File: src/rtl/fetch_execute_pkg.sv
// Overview of operation
// (RULE1) The instruction clock comes from the primary oscillator pin in crystal mode or from the internal oscillator.
// (RULE2) The selected clock is divided by four into four non-overlapping phases that make one instruction cycle.
// (RULE3) The program counter steps once per instruction cycle, as phase one begins, which opens each fetch cycle.
// (RULE4) The fetched word enters the instruction latch at the edge into the execute cycle and runs in phases 2 to 4.
// (RULE5) The data operand is read in phase two and the destination is written in phase four of the same cycle.
// (RULE6) The next fetch overlaps the current execute, so straight-line instructions complete in one cycle.
// (RULE7) A program counter change costs two cycles: the fetched next word is dropped while the target is fetched.
// (RULE8) The program counter is 13 bits wide over an 8K space of 14-bit words.
// (RULE9) Only the low 4K words exist and any higher address wraps onto them.
// (RULE10) Reset starts at address zero and an interrupt loads the vector at address four.
// (RULE11) Vectors sit at 0000h-0004h, code page zero at 0005h-07FFh and code page one at 0800h-0FBFh.
// (RULE12) The top 64 words, 0FC0h-0FFFh, hold calibration data and are never run as code.
// (RULE13) The device is held in reset while master_clear_n is low, which the outside party drives.
// (RULE14) In internal mode the primary pin is a pulled-up button input that can interrupt; in crystal mode a clock in.
// (RULE15) In internal mode the secondary pin is a general output; in crystal mode it carries the clock output.
// (RULE16) A flushed slot writes nothing and behaves as a no-operation.
package fetch_execute_pkg;

	localparam int PC_W   = 13;
	localparam int IMPL_W = 12;
	localparam int WORD_W = 14;

	localparam logic [PC_W-1:0]   RESET_VEC   = 13'h0000;
	localparam logic [PC_W-1:0]   IRQ_VEC     = 13'h0004;
	localparam logic [IMPL_W-1:0] VEC_END     = 12'h004;
	localparam logic [IMPL_W-1:0] PAGE0_END   = 12'h7ff;
	localparam logic [IMPL_W-1:0] PAGE1_END   = 12'hfbf;
	localparam logic [PC_W-1:0]   PC_STEP     = 13'h0001;
	localparam logic [WORD_W-1:0] NOP_WORD    = 14'h0000;

	typedef enum logic [1:0]
	{
		PH_ONE   = 2'b00,
		PH_TWO   = 2'b01,
		PH_THREE = 2'b10,
		PH_FOUR  = 2'b11
	} phase_t;

	typedef enum logic [1:0]
	{
		REG_VECTOR = 2'b00,
		REG_PAGE0  = 2'b01,
		REG_PAGE1  = 2'b10,
		REG_CALIB  = 2'b11
	} region_t;

endpackage : fetch_execute_pkg

File: src/rtl/fetch_execute_sequencer.sv
`timescale 1ns/1ps
module fetch_execute_sequencer #(
	parameter int PC_W   = fetch_execute_pkg::PC_W,
	parameter int IMPL_W = fetch_execute_pkg::IMPL_W,
	parameter int WORD_W = fetch_execute_pkg::WORD_W
)(
	// clock and reset
	input  wire logic                  mclk,
	input  wire logic                  rstn,
	input  wire logic                  master_clear_n,
	// oscillator selection and pins
	input  wire logic                  crystal_osc_mode,
	input  wire logic                  internal_osc_tick,
	input  wire logic                  primary_osc_pin,
	input  wire logic                  gpio_out_level,
	output logic                       secondary_osc_pin,
	output logic                       push_button_input,
	output logic                       push_button_irq,
	// phase clocks
	output logic                       phase_one,
	output logic                       phase_two,
	output logic                       phase_three,
	output logic                       phase_four,
	// program memory
	output logic [IMPL_W-1:0]          prog_addr,
	input  wire logic [WORD_W-1:0]     prog_data,
	output fetch_execute_pkg::region_t fetch_region,
	output logic                       calib_fetch_blocked,
	// execute side
	output logic [WORD_W-1:0]          instruction_latch,
	output logic                       exec_valid,
	output logic                       operand_read_en,
	output logic                       dest_write_en,
	output logic [PC_W-1:0]            pc,
	input  wire logic                  branch_take,
	input  wire logic [PC_W-1:0]       branch_target,
	input  wire logic                  irq_request,
	output logic                       irq_ack
);

	typedef struct packed {
		fetch_execute_pkg::phase_t phase;
		logic [PC_W-1:0]           pc;
		logic [PC_W-1:0]           fetch_addr;
		logic                      fetch_ok;
		logic [WORD_W-1:0]         ir;
		logic                      exec_ok;
		logic                      osc_prev;
		logic                      btn_prev;
		logic                      btn_irq;
		logic                      irq_ack;
		logic                      clk_out;
	} state_t;

	state_t s_q;
	state_t s_d;

	logic                 tick;
	logic                 at_q4_tick;
	logic                 branch_now;
	logic                 irq_take;
	logic [IMPL_W-1:0]    fetch_low;
	logic [PC_W-1:0]      next_fetch;
	logic                 next_calib;

	////////////////////////////////////////////////////////////////////////////////
	// clock source and phase stepping

	// the crystal clock is sampled, so it must run well below mclk/2
	always_comb
	begin
		if (crystal_osc_mode)
			tick = primary_osc_pin & ~s_q.osc_prev; // [RULE1]
		else
			tick = internal_osc_tick; // [RULE1]
	end

	assign at_q4_tick = tick && (s_q.phase == fetch_execute_pkg::PH_FOUR);
	assign branch_now = s_q.exec_ok && branch_take;
	assign irq_take   = irq_request && !branch_now;
	assign fetch_low  = s_q.fetch_addr[IMPL_W-1:0]; // [RULE9]

	always_comb
	begin
		if (branch_now)
			next_fetch = branch_target; // [RULE7]
		else if (irq_take)
			next_fetch = fetch_execute_pkg::IRQ_VEC; // [RULE10]
		else
			next_fetch = s_q.pc; // [RULE6]
	end

	// calibration words are data; a fetch there is refused as a no-op slot
	assign next_calib = next_fetch[IMPL_W-1:0] > fetch_execute_pkg::PAGE1_END; // [RULE12]

	////////////////////////////////////////////////////////////////////////////////
	// next state

	always_comb
	begin
		s_d          = s_q;
		s_d.osc_prev = primary_osc_pin;
		s_d.btn_prev = primary_osc_pin;
		s_d.btn_irq  = !crystal_osc_mode && s_q.btn_prev && !primary_osc_pin; // [RULE14]
		s_d.irq_ack  = 1'b0;
		if (tick)
		begin
			case (s_q.phase)
				fetch_execute_pkg::PH_ONE:   s_d.phase = fetch_execute_pkg::PH_TWO; // [RULE2]
				fetch_execute_pkg::PH_TWO:   s_d.phase = fetch_execute_pkg::PH_THREE;
				fetch_execute_pkg::PH_THREE: s_d.phase = fetch_execute_pkg::PH_FOUR;
				fetch_execute_pkg::PH_FOUR:  s_d.phase = fetch_execute_pkg::PH_ONE;
				default:                     s_d.phase = fetch_execute_pkg::PH_ONE;
			endcase
			s_d.clk_out = (s_d.phase == fetch_execute_pkg::PH_THREE) ||
				(s_d.phase == fetch_execute_pkg::PH_FOUR); // [RULE15]
		end
		if (at_q4_tick)
		begin
			s_d.ir         = prog_data; // [RULE4]
			s_d.exec_ok    = s_q.fetch_ok && !branch_now && !irq_take; // [RULE7] [RULE16]
			s_d.fetch_addr = next_fetch; // [RULE6]
			s_d.pc         = next_fetch + fetch_execute_pkg::PC_STEP; // [RULE3] [RULE8]
			s_d.fetch_ok   = !next_calib; // [RULE12]
			s_d.irq_ack    = irq_take; // [RULE10]
		end
		// synchronous hold while the master clear pin is low
		if (!master_clear_n)
		begin
			s_d.phase      = fetch_execute_pkg::PH_ONE; // [RULE13]
			s_d.pc         = fetch_execute_pkg::RESET_VEC + fetch_execute_pkg::PC_STEP; // [RULE10]
			s_d.fetch_addr = fetch_execute_pkg::RESET_VEC; // [RULE10]
			s_d.fetch_ok   = 1'b1;
			s_d.exec_ok    = 1'b0;
			s_d.ir         = fetch_execute_pkg::NOP_WORD;
			s_d.irq_ack    = 1'b0;
			s_d.clk_out    = 1'b0;
		end
	end

	always_ff @(posedge mclk or negedge rstn)
	begin
		if (!rstn)
		begin
			s_q.phase      <= fetch_execute_pkg::PH_ONE;
			s_q.pc         <= fetch_execute_pkg::RESET_VEC + fetch_execute_pkg::PC_STEP; // [RULE10]
			s_q.fetch_addr <= fetch_execute_pkg::RESET_VEC;
			s_q.fetch_ok   <= 1'b1;
			s_q.ir         <= fetch_execute_pkg::NOP_WORD;
			s_q.exec_ok    <= 1'b0;
			s_q.osc_prev   <= 1'b0;
			s_q.btn_prev   <= 1'b1;
			s_q.btn_irq    <= 1'b0;
			s_q.irq_ack    <= 1'b0;
			s_q.clk_out    <= 1'b0;
		end
		else
			s_q <= s_d;
	end

	////////////////////////////////////////////////////////////////////////////////
	// outputs

	assign phase_one   = s_q.phase == fetch_execute_pkg::PH_ONE; // [RULE2]
	assign phase_two   = s_q.phase == fetch_execute_pkg::PH_TWO;
	assign phase_three = s_q.phase == fetch_execute_pkg::PH_THREE;
	assign phase_four  = s_q.phase == fetch_execute_pkg::PH_FOUR;

	assign prog_addr           = fetch_low; // [RULE9]
	assign calib_fetch_blocked = !s_q.fetch_ok;
	assign instruction_latch   = s_q.ir;
	assign exec_valid          = s_q.exec_ok;
	assign pc                  = s_q.pc;
	assign irq_ack             = s_q.irq_ack;
	assign push_button_irq     = s_q.btn_irq;

	// the slot of a flushed word raises neither strobe
	assign operand_read_en = phase_two && s_q.exec_ok; // [RULE5] [RULE16]
	assign dest_write_en   = phase_four && s_q.exec_ok; // [RULE5] [RULE16]

	// button reads as released (pulled up) while the pin is a clock
	assign push_button_input = crystal_osc_mode ? 1'b1 : primary_osc_pin; // [RULE14]
	assign secondary_osc_pin = crystal_osc_mode ? s_q.clk_out : gpio_out_level; // [RULE15]

	always_comb
	begin
		if (fetch_low <= fetch_execute_pkg::VEC_END)
			fetch_region = fetch_execute_pkg::REG_VECTOR; // [RULE11]
		else if (fetch_low <= fetch_execute_pkg::PAGE0_END)
			fetch_region = fetch_execute_pkg::REG_PAGE0; // [RULE11]
		else if (fetch_low <= fetch_execute_pkg::PAGE1_END)
			fetch_region = fetch_execute_pkg::REG_PAGE1; // [RULE11]
		else
			fetch_region = fetch_execute_pkg::REG_CALIB; // [RULE12]
	end
endmodule : fetch_execute_sequencer

File: config.mk
export PLATFORM = sky130hd
export DESIGN_NAME = fetch_execute_sequencer
export DESIGN_NICKNAME = d
export VERILOG_FILES = /design/src/rtl/fetch_execute_pkg.sv /design/src/rtl/fetch_execute_sequencer.sv
export SDC_FILE = /design/constraint.sdc
export NUM_CORES = 1
export LEC_CHECK = 0
export BUFFER_PORTS_ARGS = -buffer_cell sky130_fd_sc_hd__buf_2
export CAP_MARGIN = 20
export CORE_ASPECT_RATIO = 0.9
export CORE_UTILIZATION = 30
export CTS_CLUSTER_SIZE = 28
export DETAILED_ROUTE_END_ITERATION = 10
export PLACE_DENSITY_LB_ADDON = 0.08
export SETUP_SLACK_MARGIN = 0.4
export SYNTH_ARGS = -nofsm -noshare
export SYNTH_HDL_FRONTEND = slang
export SYNTH_SLANG_ARGS = --single-unit
File: constraint.sdc
create_clock -name mclk -period 3.9 [get_ports mclk]
set_clock_uncertainty 0.05 [all_clocks]
set_input_delay 0.195 -clock mclk [delete_from_list [all_inputs] [get_ports mclk]]
set_output_delay 0.195 -clock mclk [all_outputs]
set_load 0.1 [all_outputs]
# Yosys cells after proc, flatten, opt, wreduce, memory -nomap -nowiden
# Index checks and enable logic that the tools add are counted.
# Widths: inputs -> output; s select.
word_totals:
  regBits: 48
  latchBits: 0
  mem_bits_rw: 0
  rom_bits: 0
  in_bits: 36
  output_inout_bits: 53
  word_cells: 58
  memories: 0
classes:
  add_sub_neg: 1
  n_mul: 0
  n_div: 0
  magnitude_cmp: 4
  n_eq_ne: 7
  n_shift: 0
  muxes: 16
  bitwise: 2
  reduce_logical: 17
op_table:
  columns: ["op", "count"]
  rows:
  - ["$mux 44", 1]
  - ["$mux 42", 1]
  - ["$mux 13", 2]
  - ["$add 13x1->13 const B", 1]
  - ["$gt 12x12->1 const B", 1]
  - ["$le 12x11->1 const B", 1]
  - ["$le 12x12->1 const B", 1]
  - ["$le 12x3->1 const B", 1]
  - ["$mux 2", 5]
  - ["$logic_and 1x1->1", 9]
  - ["$eq 2x2->1 const B", 4]
  - ["$pmux 2 s4", 1]
  - ["$logic_not 1->1", 6]
  - ["$mux 1", 6]
  - ["$ne 2x1->1 const B", 2]
  - ["$eq 2x1->1 const B", 1]
  - ["$logic_not 2->1", 1]
  - ["$and 1x1->1", 1]
  - ["$logic_or 1x1->1", 1]
  - ["$not 1->1", 1]

# Logic depth before layout (Yosys ltp)
# Gate-level depths: netlist (run 1).
depth:
  depth_word: 9
  mapped_depth: 9

# Least setup slack after synthesis (run 1)
# No wires, ideal clock.
synth_timing:
  kind: "register -> register"
  startpoint: "reg s_q, in the netlist exec_valid"
  endpoint: "reg, netlist name pc[10]"
  arrival_time_ns: 2.240
  setup_slack_ns: 1.479
  stages_incl_launch_ff: 10
  path_buffers: 2
  synth_period_minus_slack_ns: 2.421
  path_cell_list: "dfrtp_1 -> buf_6 -> and2_1 -> buf_4 -> o21ai_2 -> ha_1 -> and3_1 -> nand3_1 -> nand4_1 -> o211ai_1"
synth_via:
  elab_chain_cells: 8
synth_rtl:
  columns: ["item", "line_no", "rtl"]
  rows:
  - ["start, declared", "fetch_execute_sequencer.sv:55", "state_t s_q;"]
  - ["$logic_and 1x1->1 (*)", "fetch_execute_sequencer.sv:79", "assign branch_now = s_q.exec_ok && branch_take;"]
  - ["$logic_not 1->1", "fetch_execute_sequencer.sv:80", "assign irq_take = irq_request && !branch_now;"]
  - ["$logic_and 1x1->1", "fetch_execute_sequencer.sv:80", null]
  - ["$mux 13", "fetch_execute_sequencer.sv:87", "else if (irq_take)"]
  - ["$mux 13 (*)", "fetch_execute_sequencer.sv:85", "if (branch_now)"]
  - ["$add 13x1->13 (*)", "fetch_execute_sequencer.sv:123", "s_d.pc = next_fetch + fetch_execute_pkg::PC_STEP;"]
  - ["$mux 42 (*)", "fetch_execute_sequencer.sv:118", "if (at_q4_tick)"]
  - ["$mux 44 (*)", "fetch_execute_sequencer.sv:128", "if (!master_clear_n)"]
# Every way passes the cells marked *; elsewhere a longest branch is shown, timed or not. The select of a mux whose other input is x is not followed.
# A chain may end at the register's enable or synchronous reset.

# Worst setup path after layout (run 1)
layout_timing:
  startpoint: "in primary_osc_pin"
  endpoint: "reg, netlist name pc[11]"
layout_via:
  elab_chain_cells: 4
layout_rtl:
  columns: ["item", "line_no", "rtl"]
  rows:
  - ["start, declared", "fetch_execute_sequencer.sv:14", "input wire logic primary_osc_pin,"]
  - ["$and 1x1->1", "fetch_execute_sequencer.sv:73", "tick = primary_osc_pin & ~s_q.osc_prev;"]
  - ["$mux 1", "fetch_execute_sequencer.sv:72", "if (crystal_osc_mode)"]
  - ["$logic_and 1x1->1", "fetch_execute_sequencer.sv:78", "assign at_q4_tick = tick && (s_q.phase == fetch_execute_pkg::PH_FOUR);"]
  - ["$ne 2x1->1 (no line)", null, null]
# No other way between the ends.

==> impl_metrics.json, run 1 <==
{
  "clk_pin_slew_ns": 0.09,
  "grt_max_degree": 48,
  "end_kind": "register",
  "start_util": 0.310,
  "postPlaceCellArea_um2": 3060,
  "dp_hpwl_mm": 5.22,
  "cts_max_path_buffers": 2,
  "start_kind": "input pin",
  "drv_slew": 0,
  "wl_mm": 7.29,
  "max_clock_freq_mhz": 410,
  "ys_seq_area_frac": 0.417,
  "vias": 2323,
  "fp.dieW_um": 104,
  "powerDensity_nw_per_um2": 331,
  "clk_latency_ns": 0.30,
  "worstPathRequired_ns": 4.03,
  "grt_pass1_vias": 2258,
  "synth_enable_flop_cells": 0,
  "critPathMaxStageDelay_ns": 0.71,
  "final_common_cell": "buf_2",
  "netlist_instances": 317,
  "drt_first_pass_iters": 4,
  "synth-seq-cells": 47,
  "path_class": "in2reg",
  "grt_usage": 0.154,
  "num_rows": 33,
  "drive_above_1_share": 0.327,
  "leakage_nw": 1.57,
  "max-vdd-ir-drop_uv": 188,
  "synth.distinct_cells": 48,
  "grt_pass1_wl_mm": 11.9,
  "fin_crit_sh": 0.625,
  "setup-tns-final_ns": 0,
  "antenna_found_initial": 0,
  "final_antenna_net_count": 0,
  "status": "completed",
  "boundaryPins": 89,
  "cts_num_sinks": 47,
  "cp_max_fo": 23,
  "cts_resized": 0,
  "finalInstanceArea_um2": 3210,
  "die-area_um2": 9820,
  "numCtsBuffers": 5,
  "max_cap_violations": 0,
  "final_nets": 402,
  "worst_slew_pin_slew_ns": 0.954,
  "hold_slack_ns": 0.0611,
  "slowest_stage": "o21ai_2",
  "synth.avg_cell_area_um2": 8.92,
  "path_delay_family": "buffers and inverters",
  "syn_area_um2": 2830,
  "core_area_um2": 9130,
  "cts_setup_buffers": 0,
  "finalHoldViolCount": 0,
  "syn_to_final_growth_pct": 13.6,
  "nFillCells": 996,
  "synth_ff_type": "dfrtp_1",
  "io_buffers": 88,
  "tritoncts": "built",
  "layout_common_cells": "buf_2 (88), dfrtp_1 (44), nand2_1 (41)",
  "routedWlPerCell_um": 15.1,
  "gp_congestion": 0.777,
  "synthArstFlopShare": 1.00,
  "min_period_ns": 2.44,
  "path_buf_inv": 3,
  "syn_nets": 359,
  "ys_warn_count": 0,
  "num_antenna_cells": 0,
  "die_h_um": 94.1,
  "worstHoldPathType": "in2reg",
  "slew_headroom": 0.361,
  "h-tree-depth": 2,
  "drt-initial-drc-count": 86,
  "grt_overflow_total": 0,
  "setup_viol": 0,
  "crit_chain": "dlygate4sd3_1 -> buf_2 -> and3b_1 -> o21ai_2 -> buf_4 -> nor2_1 -> a41oi_1 -> o22ai_1",
  "rsz0062_at_grt": "false",
  "via_per_inst": 4.81,
  "cts_root_buf": "clkbuf_8",
  "cts.hold.buffers_added": 2,
  "drc": 0,
  "critical_path_arrival_ns": 2.57
}
cell type report:
type	instances	area, um^2	area share
Multi-Input combinational cell	206	1240	0.385
Clock buffer	6	72.6	0.0226
Clock inverter	2	60.1	0.0187
Tap cell	122	153	0.0475
Inverter	6	22.5	0.00701
Sequential cell	47	1180	0.367
Timing Repair Buffer	94	490	0.153
worst reg2reg max path, cell delays in order (launching register included):
cell and delay, ns:
dfrtp_1 0.43, ha_1 0.25, nor2b_2 0.80, buf_4 0.40, nand2_1 0.14, o21ai_1 0.16
state kept, by name (all words and copies together), names as in the netlist:
register,cells
exec_valid,1
instruction_latch,14
irq_ack,1
pc,13
prog_addr,12
push_button_irq,1
s_q,5
stage by stage:
stage                     power (W)  setup slack [ns]  std cells  utilization
after floorplan            0.000599              1.48        317            -
after detailed placement   0.000642              1.59        473        0.336
final                       0.00106              1.46        483        0.352
after global routing        0.00110              1.24        483        0.352
after global placement     0.000643              1.54        473        0.336
after CTS                   0.00108              1.43        483        0.352
synth_stat cells (4+ instances only):
cell / n / share of area
nand3_1: 21 / 0.037
nand2_1: 41 / 0.054
o21ai_2: 4 / 0.012
clkbuf_1: 11 / 0.015
nor3_1: 7 / 0.012
o21ai_1: 4 / 0.0071
and2_1: 4 / 0.0088
nor2b_1: 10 / 0.022
mux2i_1: 10 / 0.035
ha_1: 6 / 0.027
nor2_1: 23 / 0.031
buf_4: 40 / 0.11
a21oi_1: 20 / 0.035
buf_2: 4 / 0.0071
inv_1: 5 / 0.0066
mux2_2: 4 / 0.016
dfrtp_1: 44 / 0.39
a211oi_1: 8 / 0.021
o211ai_1: 4 / 0.011
worst paths after layout:
kind                                     start                                to  slack [ns]  depth (start not counted)
min                               prog_data[9]  instruction_latch[9]$_DFFE_PN0P_        0.06                          3
min reg2reg                   s_q[3]$_DFF_PN1_         push_button_irq$_DFF_PN0_        0.43                          2
max in group asynchronous                 rstn         push_button_irq$_DFF_PN0_        2.89                          3
min in group asynchronous                 rstn                 irq_ack$_DFF_PN0_        0.47                          3
max                            primary_osc_pin                pc[11]$_DFFE_PN0P_        1.46                          8
max reg2reg                s_q[48]$_DFFE_PN0P_                 pc[6]$_DFFE_PN0P_        1.61                          5
kinds of logic (layout without fill, tap and decap cells):
group	Yosys count	count (layout)	share of synthesized area
and+or+nand+nor	128	128	0.225
buffers and inverters	64	108	0.148
AOI/OAI and AO/OA	55	55	0.123
DFF	47	47	0.417
muxes	14	14	0.0513
adders and majority gates	6	6	0.0265
xor gates and xnor gates	3	3	0.00929
where the power goes:
group	total [W]	internal [W]	switching [W]	leakage (nW)
clock	0.000431	0.000256	0.000175	0.0654
combinational	0.000136	0.0000318	0.000104	0.864
sequential	0.000496	0.000492	0.00000396	0.642
total	0.00106	0.000781	0.000282	1.57
per-layer routing:
metal  part of all wire  up-vias  wire length [um]  GRT usage
li1                   -     1134                 -          -
met3              0.041        8               302     0.0312
met5                  0        -                 0          0
met1               0.48     1127              3510      0.203
met2               0.47       54              3410      0.257
met4             0.0097        0                71     0.0393
Power figures use the tool's default switching activity.
==> run 2, diff against run 1 <==
clock period = 2.39 ns   (was 3.9 ns; I/O delays follow)
==> run 2 against run 1 <==
Effect of this change:
- first-iteration DRC count is 33% higher
- critical path depth is 2 lower
- register-to-register slack worse by 1.1 ns
- via count is 1.5% higher
==> impl_metrics.json, run 2 (synthesis gave the netlist of run 1 again) <==
{
  "drv_slew": 0,
  "placed_cells": 478,
  "antenna_found_initial": 0,
  "slowest_stage": "dfrtp_4",
  "rsz0062_at_grt": "true",
  "hp-start": "crystal_osc_mode",
  "clk_pin_slew_ns": 0.09,
  "final_nets": 423,
  "critPathMaxStageDelay_ns": 0.53,
  "drt-initial-drc-count": 114,
  "final_common_cell": "buf_2",
  "cts_root_buf": "clkbuf_8",
  "numCtsBuffers": 5,
  "num_rows": 33,
  "final_antenna_net_count": 0,
  "min_period_ns": 1.89,
  "vias": 2357,
  "core_area_um2": 9130,
  "leakage_nw": 1.64,
  "cts_num_sinks": 47,
  "worstPathRequired_ns": 2.57,
  "layout_common_cells": "buf_2 (88), dfrtp_1 (43), nand2_1 (41)",
  "reg2reg_to": "pc[11]$_DFFE_PN0P_",
  "grt_pass1_vias": 2347,
  "path_class": "reg2reg",
  "pre_cts_ws_ns": 0.399,
  "slew_headroom": 0.581,
  "syn_to_final_growth_pct": 24.3,
  "die-area_um2": 9820,
  "cp_max_fo": 12,
  "max_clock_freq_mhz": 529,
  "grt_overflow_total": 0,
  "gp_congestion": 0.817,
  "min_path_cells": 3,
  "io_buffers": 88,
  "drt_first_pass_iters": 5,
  "wl_mm": 7.51,
  "via_per_inst": 4.68,
  "whs_endpoint": "push_button_irq$_DFF_PN0_",
  "worst_slew_pin_slew_ns": 0.629,
  "setup_viol": 0,
  "crit_chain": "nand2_4 -> mux2i_2 -> nor2_1 -> o31ai_1 -> a41oi_1 -> o22ai_1",
  "clk_latency_ns": 0.30,
  "tritoncts": "built",
  "drive_above_1_share": 0.372,
  "setup-tns-final_ns": 0,
  "r2r-start": "exec_valid$_DFFE_PN0P_",
  "final_cells": 504,
  "boundaryPins": 89,
  "largest_reg_flops": 14,
  "num_antenna_cells": 0,
  "h-tree-depth": 2,
  "max-vdd-ir-drop_uv": 256,
  "crit_start": "exec_valid$_DFFE_PN0P_",
  "max_cap_violations": 0,
  "routedWlPerCell_um": 14.9,
  "start_kind": "register",
  "status": "completed",
  "dp_hpwl_mm": 5.36,
  "finalWorstSetupSlack_ns": 0.500,
  "rrSetupSlack_ns": 0.50,
  "grt_pass1_wl_mm": 12.2,
  "fp.dieW_um": 104,
  "start_util": 0.310,
  "end_kind": "register",
  "critical_path_arrival_ns": 2.07,
  "die_h_um": 94.1,
  "finalHoldViolCount": 0,
  "ff2ff_path_depth": 6,
  "grt_usage": 0.159,
  "grt_max_degree": 48,
  "drc": 0,
  "cts_max_path_buffers": 2,
  "worstHoldPathType": "in2reg",
  "fin_crit_sh": 0.791,
  "powerDensity_nw_per_um2": 472
}
[run 2: cell count changes in the layout (fill, tap and decap cells not counted), moves of 2 or more]
cell           previous run  this run
mux2i_2                   0         3
ha_1                      6         3
dlygate4sd3_1             2        16
nor3_2                    0         2
buf_4                     4        10
mux2i_4                   0         2
nor3_1                    7         5
mux2i_1                  10         5
ha_2                      0         2
and2_1                    4         2
o21ai_2                   5         1
o21ai_4                   0         4
[run 2: how the worst max path moves through the flow]
stage | to | slack, ns | cells after the start
final | pc[11]$_DFFE_PN0P_ | 0.50 | 6
after global routing | pc[11]$_DFFE_PN0P_ | 0.40 | 6
after CTS | pc[11]$_DFFE_PN0P_ | 0.44 | 6
after detailed placement | pc[11]$_DFFE_PN0P_ | 0.40 | 6
after global placement | pc[11]$_DFFE_PN0P_ | 0.45 | 6
after floorplan | pc[10]$_DFFE_PN0P_ | 0.36 | 9
[run 2: report_power, final]
part	total, W	switching (W)	leakage (nW)	internal, W
Clock	0.000603	0.000291	0.0581	0.000312
Sequential	0.000810	0.00000617	0.640	0.000804
Combinational	0.000248	0.000177	0.937	0.0000713
[run 2: metal layers]
layer / up-vias / GRT usage / share of wire
met3: 9 / 0.0333 / 0.044
met2: 63 / 0.260 / 0.46
li1: 1173 / - / -
met4: 0 / 0.0429 / 0.012
met1: 1112 / 0.212 / 0.48
met5: - / 0 / 0
[run 2: layout make-up]
class	count	area (um^2)
fill	965	5610
inverter	6	22.5
multi-input combinational	206	1350
sequential	47	1180
clock buffer	5	68.8
clock inverter	3	43.8
tap	122	153
timing repair buffer	115	696
[run 2: per-stage QoR]
| stage | area, um^2 | util | total power [W] | hold slack [ns] |
|---|---|---|---|---|
| finish | 3520 | 0.385 | 0.00166 | 0.0564 |
| global route | 3520 | 0.385 | 0.00174 | 0.0678 |
| CTS | 3470 | 0.380 | 0.00169 | 0.0533 |
| detailed placement | 3190 | 0.350 | 0.00106 | 0.200 |
| global placement | 3190 | 0.350 | 0.00106 | 0.201 |
| floorplan | 2910 | - | 0.000983 | -0.226 |
[run 2: repair_timing]
item / CTS / global route
buffers inserted: 0 / 2
pin swaps: 0 / 2
hold buffers: 16 / 0
hold endpoints to repair: 60 / 0
resized for setup: 1 / 6
setup endpoints to repair: 1 / 6
[run 2: worst max-delay path, delay by kind of cell, from the launching register on]
kind	cells	cell delay, ns
multiplexers	1	0.39
flip-flops	1	0.53
AND/OR/NAND/NOR	2	0.35
AO/OA/AOI/OAI	3	0.49
